`src/two_wire_master_consts.vh`:
```
// constants for the two-wire master control block
// included by the master control and idle timeout modules
`ifndef TWO_WIRE_MASTER_CONSTS_VH
`define TWO_WIRE_MASTER_CONSTS_VH

// ==========================================================
// register indices (byte address is four times the index)
`define IDX_DEBUG_CONTROL    8'h02
`define IDX_MASTER_CONTROL_A 8'h03
`define IDX_MASTER_CONTROL_B 8'h04
`define IDX_MASTER_STATUS    8'h05
`define IDX_MASTER_ADDRESS   8'h07
`define IDX_MASTER_DATA      8'h08

// ==========================================================
// master_control_a fields
`define CA_READ_IRQ_EN  7
`define CA_WRITE_IRQ_EN 6
`define CA_QUICK_CMD    4
`define CA_TIMEOUT_HI   3
`define CA_TIMEOUT_LO   2
`define CA_AUTO_ACK     1
`define CA_ENABLE       0
`define CA_WRITE_MASK   8'hdf

// ==========================================================
// master_control_b fields
`define CB_FLUSH   3
`define CB_ACK     2
`define CB_CMD_HI  1
`define CB_CMD_LO  0

// ==========================================================
// master_status fields
`define ST_READ_DONE  7
`define ST_WRITE_DONE 6
`define ST_SCL_HELD   5
`define ST_LAST_ACK   4
`define ST_ARB_LOST   3
`define ST_BUS_ERROR  2

// ==========================================================
// reset values
`define RESET_BYTE 8'h00

// ==========================================================
// commands and bus conditions
`define CMD_NONE          2'h0
`define CMD_RESTART       2'h1
`define CMD_BYTE_TRANSFER 2'h2
`define CMD_STOP          2'h3
`define BUS_UNKNOWN       2'h0
`define BUS_IDLE          2'h1
`define BUS_OWNER         2'h2
`define BUS_BUSY          2'h3

// ==========================================================
// timing: clock period and inactive-bus times in ns
`define CLK_PERIOD_NS 50
`define TIMEOUT_1_NS  50000
`define TIMEOUT_2_NS  100000
`define TIMEOUT_3_NS  200000
`define TIMEOUT_1_CYC ((`TIMEOUT_1_NS + `CLK_PERIOD_NS - 1) / `CLK_PERIOD_NS)
`define TIMEOUT_2_CYC ((`TIMEOUT_2_NS + `CLK_PERIOD_NS - 1) / `CLK_PERIOD_NS)
`define TIMEOUT_3_CYC ((`TIMEOUT_3_NS + `CLK_PERIOD_NS - 1) / `CLK_PERIOD_NS)

`endif

```
`src/idle_timeout.v`:
```
// inactive-bus supervisor: counts clock cycles without line activity
// assumes activity is a one-cycle pulse on the same clock as pclk
`timescale 1ns/1ps
`include "two_wire_master_consts.vh"

module idle_timeout #(
  parameter W = 13
) (
  // clock and reset
  input  wire       pclk,
  input  wire       presetn,
  // control
  input  wire [1:0] select,
  input  wire       run,
  input  wire       activity,
  // result
  output reg        expired
);

  reg  [W-1:0] count_reg;
  reg  [W-1:0] limit;

  // terminal counts held at 32 bits, cut to the counter width below
  localparam [31:0] LIMIT_1 = `TIMEOUT_1_CYC;
  localparam [31:0] LIMIT_2 = `TIMEOUT_2_CYC;
  localparam [31:0] LIMIT_3 = `TIMEOUT_3_CYC;

  // ==========================================================
  // terminal count
  always @* begin
    case (select)
      2'h1:    limit = LIMIT_1[W-1:0];
      2'h2:    limit = LIMIT_2[W-1:0];
      2'h3:    limit = LIMIT_3[W-1:0];
      default: limit = {W{1'b0}};
    endcase
  end

  // ==========================================================
  // counter restarted by any line change
  always @(posedge pclk or negedge presetn) begin
    if (!presetn) begin
      count_reg <= {W{1'b0}};
      expired   <= 1'b0;
    end else begin
      expired <= 1'b0;
      if (select == 2'h0 || activity || !run) begin
        count_reg <= {W{1'b0}};
      end else if (count_reg >= limit) begin
        count_reg <= {W{1'b0}};
        expired   <= 1'b1;
      end else begin
        count_reg <= count_reg + {{(W-1){1'b0}}, 1'b1};
      end
    end
  end

endmodule // idle_timeout

```
`src/two_wire_master_control.v`:
```
// control, command and status logic of a two-wire bus master
// assumes an APB master on pclk and a bit engine on pclk beside it
//
// Register access over APB was left to the implementer.
`timescale 1ns/1ps
`include "two_wire_master_consts.vh"

module two_wire_master_control #(
  parameter TIMER_W = 13
) (
  // clock and reset
  input  wire       pclk,
  input  wire       presetn,
  // apb slave
  input  wire       psel,
  input  wire       penable,
  input  wire       pwrite,
  input  wire [7:0] paddr,
  input  wire [31:0] pwdata,
  output reg  [31:0] prdata,
  output reg        pready,
  output reg        pslverr,
  // cpu side
  input  wire       cpu_global_irq,
  input  wire       cpu_debug_halt,
  output reg        master_irq,
  // bus lines as seen on the pins
  input  wire       scl_pin,
  input  wire       sda_pin,
  // bit engine events
  input  wire       eng_addr_done,
  input  wire       eng_byte_sent,
  input  wire       eng_byte_read,
  input  wire [7:0] eng_rx_data,
  input  wire       eng_ack_in,
  input  wire       eng_arb_lost,
  input  wire       eng_bus_error,
  input  wire       eng_scl_held,
  input  wire       eng_owner,
  // bit engine requests
  output reg        master_active,
  output reg        flush_strobe,
  output reg        start_req,
  output reg        restart_req,
  output reg        byte_req,
  output reg        stop_req,
  output reg        ack_req,
  output reg        ack_value,
  output reg  [7:0] addr_out,
  output reg  [7:0] data_out
);

  // ==========================================================
  // state
  reg        run_in_debug_halt;
  reg  [7:0] master_control_a;
  reg        ack_choice;
  reg        read_done_flag;
  reg        write_done_flag;
  reg        scl_held_low;
  reg        last_ack_received;
  reg        arbitration_lost_flag;
  reg        bus_error_flag;
  reg  [1:0] bus_condition;
  reg  [7:0] master_address_reg;
  reg  [7:0] master_data_reg;
  reg        send_pending;
  reg        scl_meta;
  reg        scl_sync;
  reg        sda_meta;
  reg        sda_sync;
  reg        scl_prev;
  reg        sda_prev;
  reg        owner_prev;
  wire       idle_expired;

  // ==========================================================
  // decode
  function hit;
    input [7:0] a;
    input [7:0] idx;
    begin
      hit = (a == {idx[5:0], 2'b00});
    end
  endfunction
  wire setup_phase = psel && !penable;
  wire access_done = psel && penable && pready;
  wire wr          = access_done && pwrite;
  wire rd          = access_done && !pwrite;
  wire wr_dbg      = wr && hit(paddr, `IDX_DEBUG_CONTROL);
  wire wr_ca       = wr && hit(paddr, `IDX_MASTER_CONTROL_A);
  wire wr_cb       = wr && hit(paddr, `IDX_MASTER_CONTROL_B);
  wire wr_st       = wr && hit(paddr, `IDX_MASTER_STATUS);
  wire wr_addr     = wr && hit(paddr, `IDX_MASTER_ADDRESS);
  wire wr_data     = wr && hit(paddr, `IDX_MASTER_DATA);
  wire rd_data     = rd && hit(paddr, `IDX_MASTER_DATA);
  wire mapped      = hit(paddr, `IDX_DEBUG_CONTROL) || hit(paddr, `IDX_MASTER_CONTROL_A) ||
                     hit(paddr, `IDX_MASTER_CONTROL_B) || hit(paddr, `IDX_MASTER_STATUS) ||
                     hit(paddr, `IDX_MASTER_ADDRESS) || hit(paddr, `IDX_MASTER_DATA);

  wire       enabled   = master_control_a[`CA_ENABLE];
  wire       running   = enabled && (!cpu_debug_halt || run_in_debug_halt);
  wire [1:0] wcmd      = pwdata[`CB_CMD_HI:`CB_CMD_LO];
  wire       wack      = pwdata[`CB_ACK];
  wire       flush     = wr_cb && pwdata[`CB_FLUSH];
  wire       cmd_valid = wr_cb && running && (wcmd != `CMD_NONE);
  wire       read_dir  = master_address_reg[0];
  wire       smart_ack = rd_data && running && master_control_a[`CA_AUTO_ACK];
  wire       flag_clr  = wr_addr || wr_data || rd_data || cmd_valid || flush;
  wire       ev_ok     = running;
  wire       addr_ack  = ev_ok && eng_addr_done && !eng_ack_in;
  wire       quick     = master_control_a[`CA_QUICK_CMD];

  // ==========================================================
  // pin synchronisers and line activity
  always @(posedge pclk or negedge presetn) begin
    if (!presetn) begin
      scl_meta <= 1'b1;
      scl_sync <= 1'b1;
      sda_meta <= 1'b1;
      sda_sync <= 1'b1;
      scl_prev <= 1'b1;
      sda_prev <= 1'b1;
      owner_prev <= 1'b0;
    end else begin
      scl_meta <= scl_pin;
      scl_sync <= scl_meta;
      sda_meta <= sda_pin;
      sda_sync <= sda_meta;
      scl_prev <= scl_sync;
      sda_prev <= sda_sync;
      owner_prev <= eng_owner;
    end
  end

  wire line_change = (scl_sync != scl_prev) || (sda_sync != sda_prev);
  wire start_seen  = scl_sync && scl_prev && sda_prev && !sda_sync;
  wire stop_seen   = scl_sync && scl_prev && !sda_prev && sda_sync;
  idle_timeout #(
    .W (TIMER_W)
  ) u_idle_timeout (
    .pclk     (pclk),
    .presetn  (presetn),
    .select   (master_control_a[`CA_TIMEOUT_HI:`CA_TIMEOUT_LO]),
    .run      (running),
    .activity (line_change),
    .expired  (idle_expired)
  );

  // ==========================================================
  // apb answer: data latched in setup, zero wait states
  always @(posedge pclk or negedge presetn) begin
    if (!presetn) begin
      prdata  <= 32'h00000000;
      pready  <= 1'b0;
      pslverr <= 1'b0;
    end else begin
      pready <= 1'b1;
      if (setup_phase) begin
        pslverr <= !mapped;
        prdata  <= 32'h00000000;
        if (hit(paddr, `IDX_DEBUG_CONTROL))
          prdata[0] <= run_in_debug_halt;
        if (hit(paddr, `IDX_MASTER_CONTROL_A))
          prdata[7:0] <= master_control_a;
        if (hit(paddr, `IDX_MASTER_CONTROL_B))
          prdata[`CB_ACK] <= ack_choice;
        if (hit(paddr, `IDX_MASTER_STATUS))
          prdata[7:0] <= {read_done_flag, write_done_flag, scl_held_low, last_ack_received,
                          arbitration_lost_flag, bus_error_flag, bus_condition};
        if (hit(paddr, `IDX_MASTER_ADDRESS))
          prdata[7:0] <= master_address_reg;
        if (hit(paddr, `IDX_MASTER_DATA))
          prdata[7:0] <= master_data_reg;
      end
    end
  end

  // ==========================================================
  // control registers
  always @(posedge pclk or negedge presetn) begin
    if (!presetn) begin
      run_in_debug_halt <= 1'b0;
      master_control_a  <= `RESET_BYTE;
      ack_choice        <= 1'b0;
    end else begin
      if (wr_dbg)
        run_in_debug_halt <= pwdata[0];
      if (wr_ca)
        master_control_a <= pwdata[7:0] & `CA_WRITE_MASK;
      if (wr_cb)
        ack_choice <= wack;
    end
  end

  // ==========================================================
  // address and data registers
  always @(posedge pclk or negedge presetn) begin
    if (!presetn) begin
      master_address_reg <= `RESET_BYTE;
      master_data_reg    <= `RESET_BYTE;
    end else if (flush) begin
      master_address_reg <= `RESET_BYTE;
      master_data_reg    <= `RESET_BYTE;
    end else begin
      if (wr_addr)
        master_address_reg <= pwdata[7:0];
      if (wr_data)
        master_data_reg <= pwdata[7:0];
      else if (ev_ok && eng_byte_read)
        master_data_reg <= eng_rx_data;
    end
  end

  // ==========================================================
  // status flags; hardware set wins over any clear, but flush wins over the engine load of last_ack_received
  always @(posedge pclk or negedge presetn) begin
    if (!presetn) begin
      read_done_flag        <= 1'b0;
      write_done_flag       <= 1'b0;
      scl_held_low          <= 1'b0;
      last_ack_received     <= 1'b0;
      arbitration_lost_flag <= 1'b0;
      bus_error_flag        <= 1'b0;
    end else begin
      if (flag_clr || (wr_st && pwdata[`ST_READ_DONE]))
        read_done_flag <= 1'b0;
      if (flag_clr || (wr_st && pwdata[`ST_WRITE_DONE]))
        write_done_flag <= 1'b0;
      if (flag_clr || (wr_st && pwdata[`ST_SCL_HELD]))
        scl_held_low <= 1'b0;
      if (flag_clr || (wr_st && pwdata[`ST_ARB_LOST]))
        arbitration_lost_flag <= 1'b0;
      if (flag_clr || (wr_st && pwdata[`ST_BUS_ERROR]))
        bus_error_flag <= 1'b0;
      if (flush)
        last_ack_received <= 1'b0;
      else if (ev_ok && eng_addr_done)
        last_ack_received <= eng_ack_in;
      if (ev_ok && eng_byte_read && !eng_arb_lost && !eng_bus_error && !last_ack_received)
        read_done_flag <= 1'b1;
      if (addr_ack && quick && read_dir)
        read_done_flag <= 1'b1;
      if (ev_ok && (eng_addr_done || eng_byte_sent))
        write_done_flag <= 1'b1;
      if (ev_ok && eng_scl_held)
        scl_held_low <= 1'b1;
      if (ev_ok && eng_arb_lost)
        arbitration_lost_flag <= 1'b1;
      if (ev_ok && eng_bus_error)
        bus_error_flag <= 1'b1;
      if (wr_addr && running && bus_condition == `BUS_UNKNOWN) begin
        write_done_flag <= 1'b1;
        bus_error_flag  <= 1'b1;
      end
    end
  end

  // ==========================================================
  // bus condition tracking
  always @(posedge pclk or negedge presetn) begin
    if (!presetn) begin
      bus_condition <= `BUS_UNKNOWN;
    end else if (!enabled || flush) begin
      bus_condition <= `BUS_UNKNOWN;
    end else if (running) begin
      if (wr_st && pwdata[1:0] == `BUS_IDLE)
        bus_condition <= `BUS_IDLE;
      else if (idle_expired)
        bus_condition <= `BUS_IDLE;
      else if (eng_owner && (!owner_prev || bus_condition == `BUS_OWNER)) // forced idle sticks until a new claim
        bus_condition <= `BUS_OWNER;
      else if (stop_seen)
        bus_condition <= `BUS_IDLE;
      else if (start_seen || bus_condition == `BUS_OWNER)
        bus_condition <= `BUS_BUSY;
    end
  end

  // ==========================================================
  // engine requests: one-cycle pulses; master_active, ack_value, addr_out and data_out are held levels
  always @(posedge pclk or negedge presetn) begin
    if (!presetn) begin
      master_active <= 1'b0;
      flush_strobe  <= 1'b0;
      start_req     <= 1'b0;
      restart_req   <= 1'b0;
      byte_req      <= 1'b0;
      stop_req      <= 1'b0;
      ack_req       <= 1'b0;
      ack_value     <= 1'b0;
      send_pending  <= 1'b0;
      addr_out      <= `RESET_BYTE;
      data_out      <= `RESET_BYTE;
    end else begin
      master_active <= running && !flush;
      flush_strobe  <= flush;
      start_req     <= 1'b0;
      restart_req   <= 1'b0;
      byte_req      <= 1'b0;
      stop_req      <= 1'b0;
      ack_req       <= 1'b0;
      addr_out      <= master_address_reg;
      data_out      <= master_data_reg;
      if (flush || !running) begin
        send_pending <= 1'b0;
      end else begin
        if (wr_addr && bus_condition != `BUS_UNKNOWN)
          start_req <= 1'b1;
        if (smart_ack && !ack_choice) begin
          ack_req   <= 1'b1;
          ack_value <= 1'b0;
          byte_req  <= read_dir;
        end
        if (cmd_valid) begin
          ack_req   <= read_dir;
          ack_value <= wack;
          case (wcmd)
            `CMD_RESTART:       restart_req <= 1'b1;
            `CMD_BYTE_TRANSFER: begin
              if (read_dir)
                byte_req <= 1'b1;
              else
                send_pending <= 1'b1;
            end
            `CMD_STOP:          stop_req <= 1'b1;
            default:            stop_req <= 1'b0;
          endcase
        end else if (send_pending && wr_data) begin
          send_pending <= 1'b0;
          byte_req     <= 1'b1;
        end
      end
    end
  end

  // ==========================================================
  // interrupt request, one level
  always @(posedge pclk or negedge presetn) begin
    if (!presetn)
      master_irq <= 1'b0;
    else
      master_irq <= cpu_global_irq &&
                    ((master_control_a[`CA_READ_IRQ_EN] && read_done_flag) ||
                     (master_control_a[`CA_WRITE_IRQ_EN] && write_done_flag));
  end

endmodule // two_wire_master_control

```
`config.mk`:
```
export PLATFORM = sky130hd
export DESIGN_NAME = two_wire_master_control
export DESIGN_NICKNAME = d
export VERILOG_FILES = /design/src/idle_timeout.v /design/src/two_wire_master_control.v
export VERILOG_INCLUDE_DIRS = /design/src
export SDC_FILE = /design/constraint.sdc
export NUM_CORES = 1
export LEC_CHECK = 0
export ABC_AREA = 1
export BUFFER_PORTS_ARGS = -buffer_cell sky130_fd_sc_hd__buf_2
export CORE_UTILIZATION = 40
export DETAILED_ROUTE_END_ITERATION = 8
export GPL_TIMING_DRIVEN = 0
export SLEW_MARGIN = 40
export SYNTH_ARGS = -nofsm -noshare
export SYNTH_HDL_FRONTEND = slang
export SYNTH_SLANG_ARGS = --single-unit
```
`constraint.sdc`:
```
create_clock -name pclk -period 5.95 [get_ports pclk]
set_clock_uncertainty 0.15 [all_clocks]
set_input_delay 0.595 -clock pclk [delete_from_list [all_inputs] [get_ports pclk]]
set_output_delay 0.595 -clock pclk [all_outputs]
set_load 0.01 [all_outputs]
```
# == Word-level counts from Yosys, hierarchy flattened ==
# Cells that the tools add are included.
# classes
n_lt_le_gt_ge,1
n_eq_ne,17
n_reduce_logical,109
n_bitwise,1
mux,62
n_addsub,1
# ops
operator,count
2-to-1 mux 8 bit,9
logical AND 1 bit,51
2-to-1 mux 1 bit,43
case mux 12 bit (3 select lines),1
2-to-1 mux 13 bit,2
== test 8 x 5 -> 1 bit (second input constant),3
logical OR 1 bit,24
== test 8 x 4 -> 1 bit (second input constant),2
nonzero test 2 bit,8
logical NOT 1 bit,15
nonzero test 3 bit,5
2-to-1 mux 2 bit,7
adder 13 x 1 -> 13 bit (second input constant),1
greater-or-equal comparator 13 x 12 -> 1 bit,1
== test 2 bit (second input constant),5
== test 8 x 6 -> 1 bit (second input constant),1
nonzero test 6 bit,1
== test 2 x 1 -> 1 bit (second input constant),2
logical NOT 2 bit,2
AND reduction 2 bit,2
!= test 3 x 1 -> 1 bit (second input constant),1
!= test 3 x 2 -> 1 bit (second input constant),1
AND reduction 3 bit,1
!= test 1 bit,2
inverter 1 bit,1
# word_totals
reg_bits,90
output_inout_bits,59
in_bits,65
word_cells,227

# == Logic depth before layout (Yosys ltp) ==
# depth
depth_word,12
ltp_mapped,11
depth_no_buf,11

# == Hierarchy ==
# Synthesis repeated with hierarchy kept, for this count alone.
# hier_totals
hier_cells,549
area_unflattened_um2,4638.2
# modules_own_cells
mod,instances,area_per_inst_um2,cells_each,seq_area_each_um2
two_wire_master_control,1,3587.2,419,1909.3
idle_timeout,1,1051.0,130,350.3

# == Worst setup path after synthesis ==
# OpenSTA, ideal clock, no wires.
# synth_timing
kind,register to register
start,reg master_control_a[2]
end,reg u_idle_timeout.count_reg[3]
stages_incl_launch_ff,11
slack_ps,3795
setup_time_ps,72
period_less_slack_ps,2155
arrival_ps,1933
cell_sequence,dfrtp_1 > inv_1 > ha_1 > o21bai_1 > ha_1 > a21oi_1 > o21ai_0 > a21oi_1 > nand4_1 > buf_2 > nor2_1
# synth_via
elab_chain_len,5
elab_cells_between_ends,10
cone_classes,order compare: 1; eq/ne: 3; mux: 3; reduce/logical: 3
# synth_rtl
item,line_no,source
"start, declared",two_wire_master_control.v:56,reg [7:0] master_control_a;
"start signal, assigned",two_wire_master_control.v:184,master_control_a <= `RESET_BYTE;
"start signal, assigned",two_wire_master_control.v:190,master_control_a <= pwdata[7:0] & `CA_WRITE_MASK;
== test 2 bit or == test 2 x 1 -> 1 bit (tied branches),idle_timeout.v:31,case (select)
case mux 12 bit (3 select lines),idle_timeout.v:31,
greater-or-equal comparator 13 x 12 -> 1 bit,idle_timeout.v:49,end else if (count_reg >= limit) begin
2-to-1 mux 13 bit,idle_timeout.v:49,
2-to-1 mux 13 bit (*),idle_timeout.v:47,if (select == 2'h0 || activity || !run) begin
"end signal, assigned",idle_timeout.v:48,count_reg <= {W{1'b0}};
"end signal, assigned",idle_timeout.v:50,count_reg <= {W{1'b0}};
"end signal, assigned",idle_timeout.v:53,"count_reg <= count_reg + {{(W-1){1'b0}}, 1'b1};"
"end, declared",idle_timeout.v:20,reg [W-1:0] count_reg;
# Mark *: on every way between the ends. The rest lies on a longest branch, timed or not.
# A chain may end at the register's enable or synchronous reset.

# == Worst setup path after layout ==
# layout_timing
start,reg master_control_a[2]
end,reg u_idle_timeout.count_reg[1]
# Same word-level chain as after synthesis.

==> run_results.csv <==
group,metric,value,unit
final_layout,regArea,0.00226,mm^2
final_layout,final_area,0.00556,mm^2
die,core_area,0.0110,mm^2
pwr,power.internal,960,uW
placement,post-place-ws,3.50,ns
setup_path,rrSetupSlack,3.50,ns
pwr,clock_power_share,0.435,
pwr,combPwrFrac,0.077,
logic_synthesis,async_reset_ff_frac,1.00,
final_layout,n_fill_cell,1078,
placement,place.gp.congestion,0.874,
detailed_routing,vias,3801,
placement,io_buffers,75,
final_layout,layout.cells.non_filler,793,
sta,hold_ws,-0.00647,ns
logic_synthesis,synthTopCellsByArea,"dfrtp_1 (46%), nand2_1 (9.9%), inv_1 (5.2%), ha_1 (4.9%), nor2_1 (4.3%)",
logic_synthesis,synth-edff-count,0,
global_route,grt_max_degree,51,
logic_synthesis,synth_warnings,0,
status,status,"finished, violations left",
setup_path,reg2reg_depth,10,
sta,rsz0062_at_grt,"false",
detailed_routing,wl_per_cell,13.5,um
sta,hold_viol_final,7,
status,violations,"negative hold slack",
die,io_pins,124,
placement,hpwl,8.13,mm
clock_network,cts.sinks,90,
logic_synthesis,yosysSeqAreaShare,0.492,
clock_network,clk_pin_slew,0.07,ns
clock_network,clock_latency,0.35,ns
sta,layout_min_cycle_time,2.45,ns
sta,drv_slew,0,
detailed_routing,first_iter_violations,231,
clock_network,cts_made_buffers,9,
pwr,power.switching,338,uW
final_layout,multi_input_area,0.00194,mm^2
logic_synthesis,mappedNetlistArea,0.00459,mm^2
setup_path,cp-end-kind,"flop",
global_route,track_usage,0.194,
logic_synthesis,synth-seq-cells,90,
final_layout,fin_nets,731,
detailed_routing,drc,0,
setup_path,critPathMaxStageDelay,0.46,ns
clock_network,hold_buffers,0,
logic_synthesis,syn_avg_cell_area,8.54,um^2
setup_path,cp_cell_sequence,"inv_1 -> ha_1 -> inv_1 -> ha_1 -> nand4_1 -> nor3_1 -> nand3b_1 -> nand4_1 -> buf_2 -> nor2_1",
placement,placed_area,0.00527,mm^2
setup_path,crit_arrival,2.53,ns
setup_path,critPathBufInv,3,
pwr,seqPwrFrac,0.488,
die,start_util,0.417,
detailed_routing,first_pass_iters,4,
die,die-height,109,um
clock_network,cts_tree,"yes",
setup_path,critPathTopFamily,"simple AND/OR/NAND/NOR gates",
clock_network,cts_root_buf,"clkbuf_16",
final_layout,synthToLayoutAreaGrowth,21.0,%
sta,period_share,0.412,
detailed_routing,ant_nets,0,
logic_synthesis,synth_area_leader_cell,"dfrtp_1",
setup_path,reg2reg_from,"master_control_a[2]",
pwr,cellPowerDensity,233,mW/mm^2
detailed_routing,wirelength,10.7,mm
logic_synthesis,synth.most_common_cell,"nand2_1",
setup_path,cp-start-kind,"flop",
global_route,grt_first_pass_wirelength,17.4,mm
final_layout,diodes,0,
sta,tightest_slew,0.694,ns
setup_path,crit_start,"master_control_a[2]",
setup_path,worstPathMaxFanout,10,
die,rows,38,
clock_network,cts_resized,0,
setup_path,cp_slowest_cell,"dfrtp_1",
placement,placed_cells,777,
die,dieArea,0.0119,mm^2
logic_synthesis,synth_cells,538,
sta,fmax,0.408,GHz
hold_path,hold_path_class,"primary input to async pin",
global_route,grt_pass1_vias,3526,
sta,maxSlewHeadroom,0.533,
clock_network,cts_setup_buffers,0,
global_route,antenna_found_initial,0,
setup_path,critical_path_class,"flop to flop",
clock_network,clock_path_buffers,2,
die,die_x,109,um
detailed_routing,avgViaCountPerCell,4.79,
logic_synthesis,synth_top_area_share,0.458,
final_layout,largest_reg_flops,13,
pwr,netSwitchingFraction,0.260,
pwr,p_total,1.30,mW
global_route,globalRouteOverflowTotal,0,
pwr,ir_drop,193,uV
setup_path,worstPathRequired,6.03,ns
setup_path,reg2reg_to,"u_idle_timeout.count_reg[1]",
sta,finalWorstSetupSlack,3.50,ns
sta,setup_viol,0,
flow_run,max_cap_violations,0,
final_layout,drive_gt1_frac,0.236,
pwr,leakage,2.95,nW
logic_synthesis,synthFlopType,"dfrtp_1",
clock_network,h-tree-depth,3,
logic_synthesis,ys_types,36,
logic_synthesis,synthTopCellsByCount,"nand2_1 (121), dfrtp_1 (84), inv_1 (64)",
sta,tns,0,ns
worst register-to-register path: stages (launching register included):
cell and delay [ns]:
dfrtp_1 0.46, inv_1 0.12, ha_1 0.29, inv_1 0.04, ha_1 0.29, nand4_1 0.10, nor3_1 0.24, nand3b_1 0.15
nand4_1 0.17, buf_2 0.25, nor2_1 0.07
cell type report:
cell class | count | area share
Buffer | 30 | 0.0403
Clock inverter | 7 | 0.0124
Tap cell | 140 | 0.0315
Multi-Input combinational cell | 372 | 0.349
Clock buffer | 9 | 0.0405
Timing Repair Buffer | 76 | 0.0736
Inverter | 69 | 0.0466
Sequential cell | 90 | 0.406
power by group through the flow:
stage          Sequential, mW  Clock [mW]  Combinational, mW
2_1_floorplan           0.648           0             0.0502
3_3_place_gp            0.645           0             0.0957
3_5_place_dp            0.646           0             0.0998
4_1_cts                 0.634       0.580              0.100
5_1_grt                 0.636       0.603              0.112
6_report                0.634       0.565             0.0995
kinds of logic after synthesis:
| family | synth area share |
|---|---|
| compound gates | 0.0901 |
| xor+xnor | 0.0191 |
| fa+ha+maj | 0.0490 |
| buf+inv | 0.105 |
| flops | 0.492 |
| other cells | 0.00163 |
| simple gates | 0.243 |
per-layer routing:
layer	global-route usage	routed length, um	up-vias	share of wire
met1	0.252	4770	1772	0.44
met4	0.0705	161	0	0.015
met5	0	0	-	0
met3	0.0353	625	11	0.058
met2	0.322	5170	116	0.48
li1	-	-	1902	-
worst max path at each step:
| stage | end | slack, ns | cells past startpoint |
|---|---|---|---|
| 2_1_floorplan | u_idle_timeout.count_reg[3] | 3.80 | 10 |
| 3_3_place_gp | start_req | 3.30 | 1 |
| 3_5_place_dp | u_idle_timeout.count_reg[1] | 3.50 | 10 |
| 4_1_cts | u_idle_timeout.count_reg[1] | 3.48 | 10 |
| 5_1_grt | u_idle_timeout.count_reg[7] | 3.24 | 10 |
| 6_report | u_idle_timeout.count_reg[1] | 3.50 | 10 |
metrics by stage:
stage                      util  hold WS, ns
after floorplan               -        0.149
after global placement    0.474        0.197
after detailed placement  0.477        0.197
after CTS                 0.504      0.00239
after global routing      0.504       0.0108
final                     0.504     -0.00647
placed cells by master (no fill, tap or decap), types with 5 or more instances in the layout:
cell type	netlist	routed
xor2_1	9	9
a21oi_1	14	14
nand2_2	5	5
nor2_1	53	53
nand3_1	25	25
nor2_4	6	6
ha_1	18	18
buf_4	25	25
o22ai_1	6	6
nand2_1	121	121
o21ai_1	12	12
dfrtp_1	84	84
o21ai_0	36	36
inv_2	5	5
dfstp_2	6	6
buf_2	2	76
nor3_1	9	9
nand4_1	8	8
conb_1	2	25
inv_1	64	64
clkbuf_16	0	9
No activity file was read; power rests on OpenSTA's default activity.
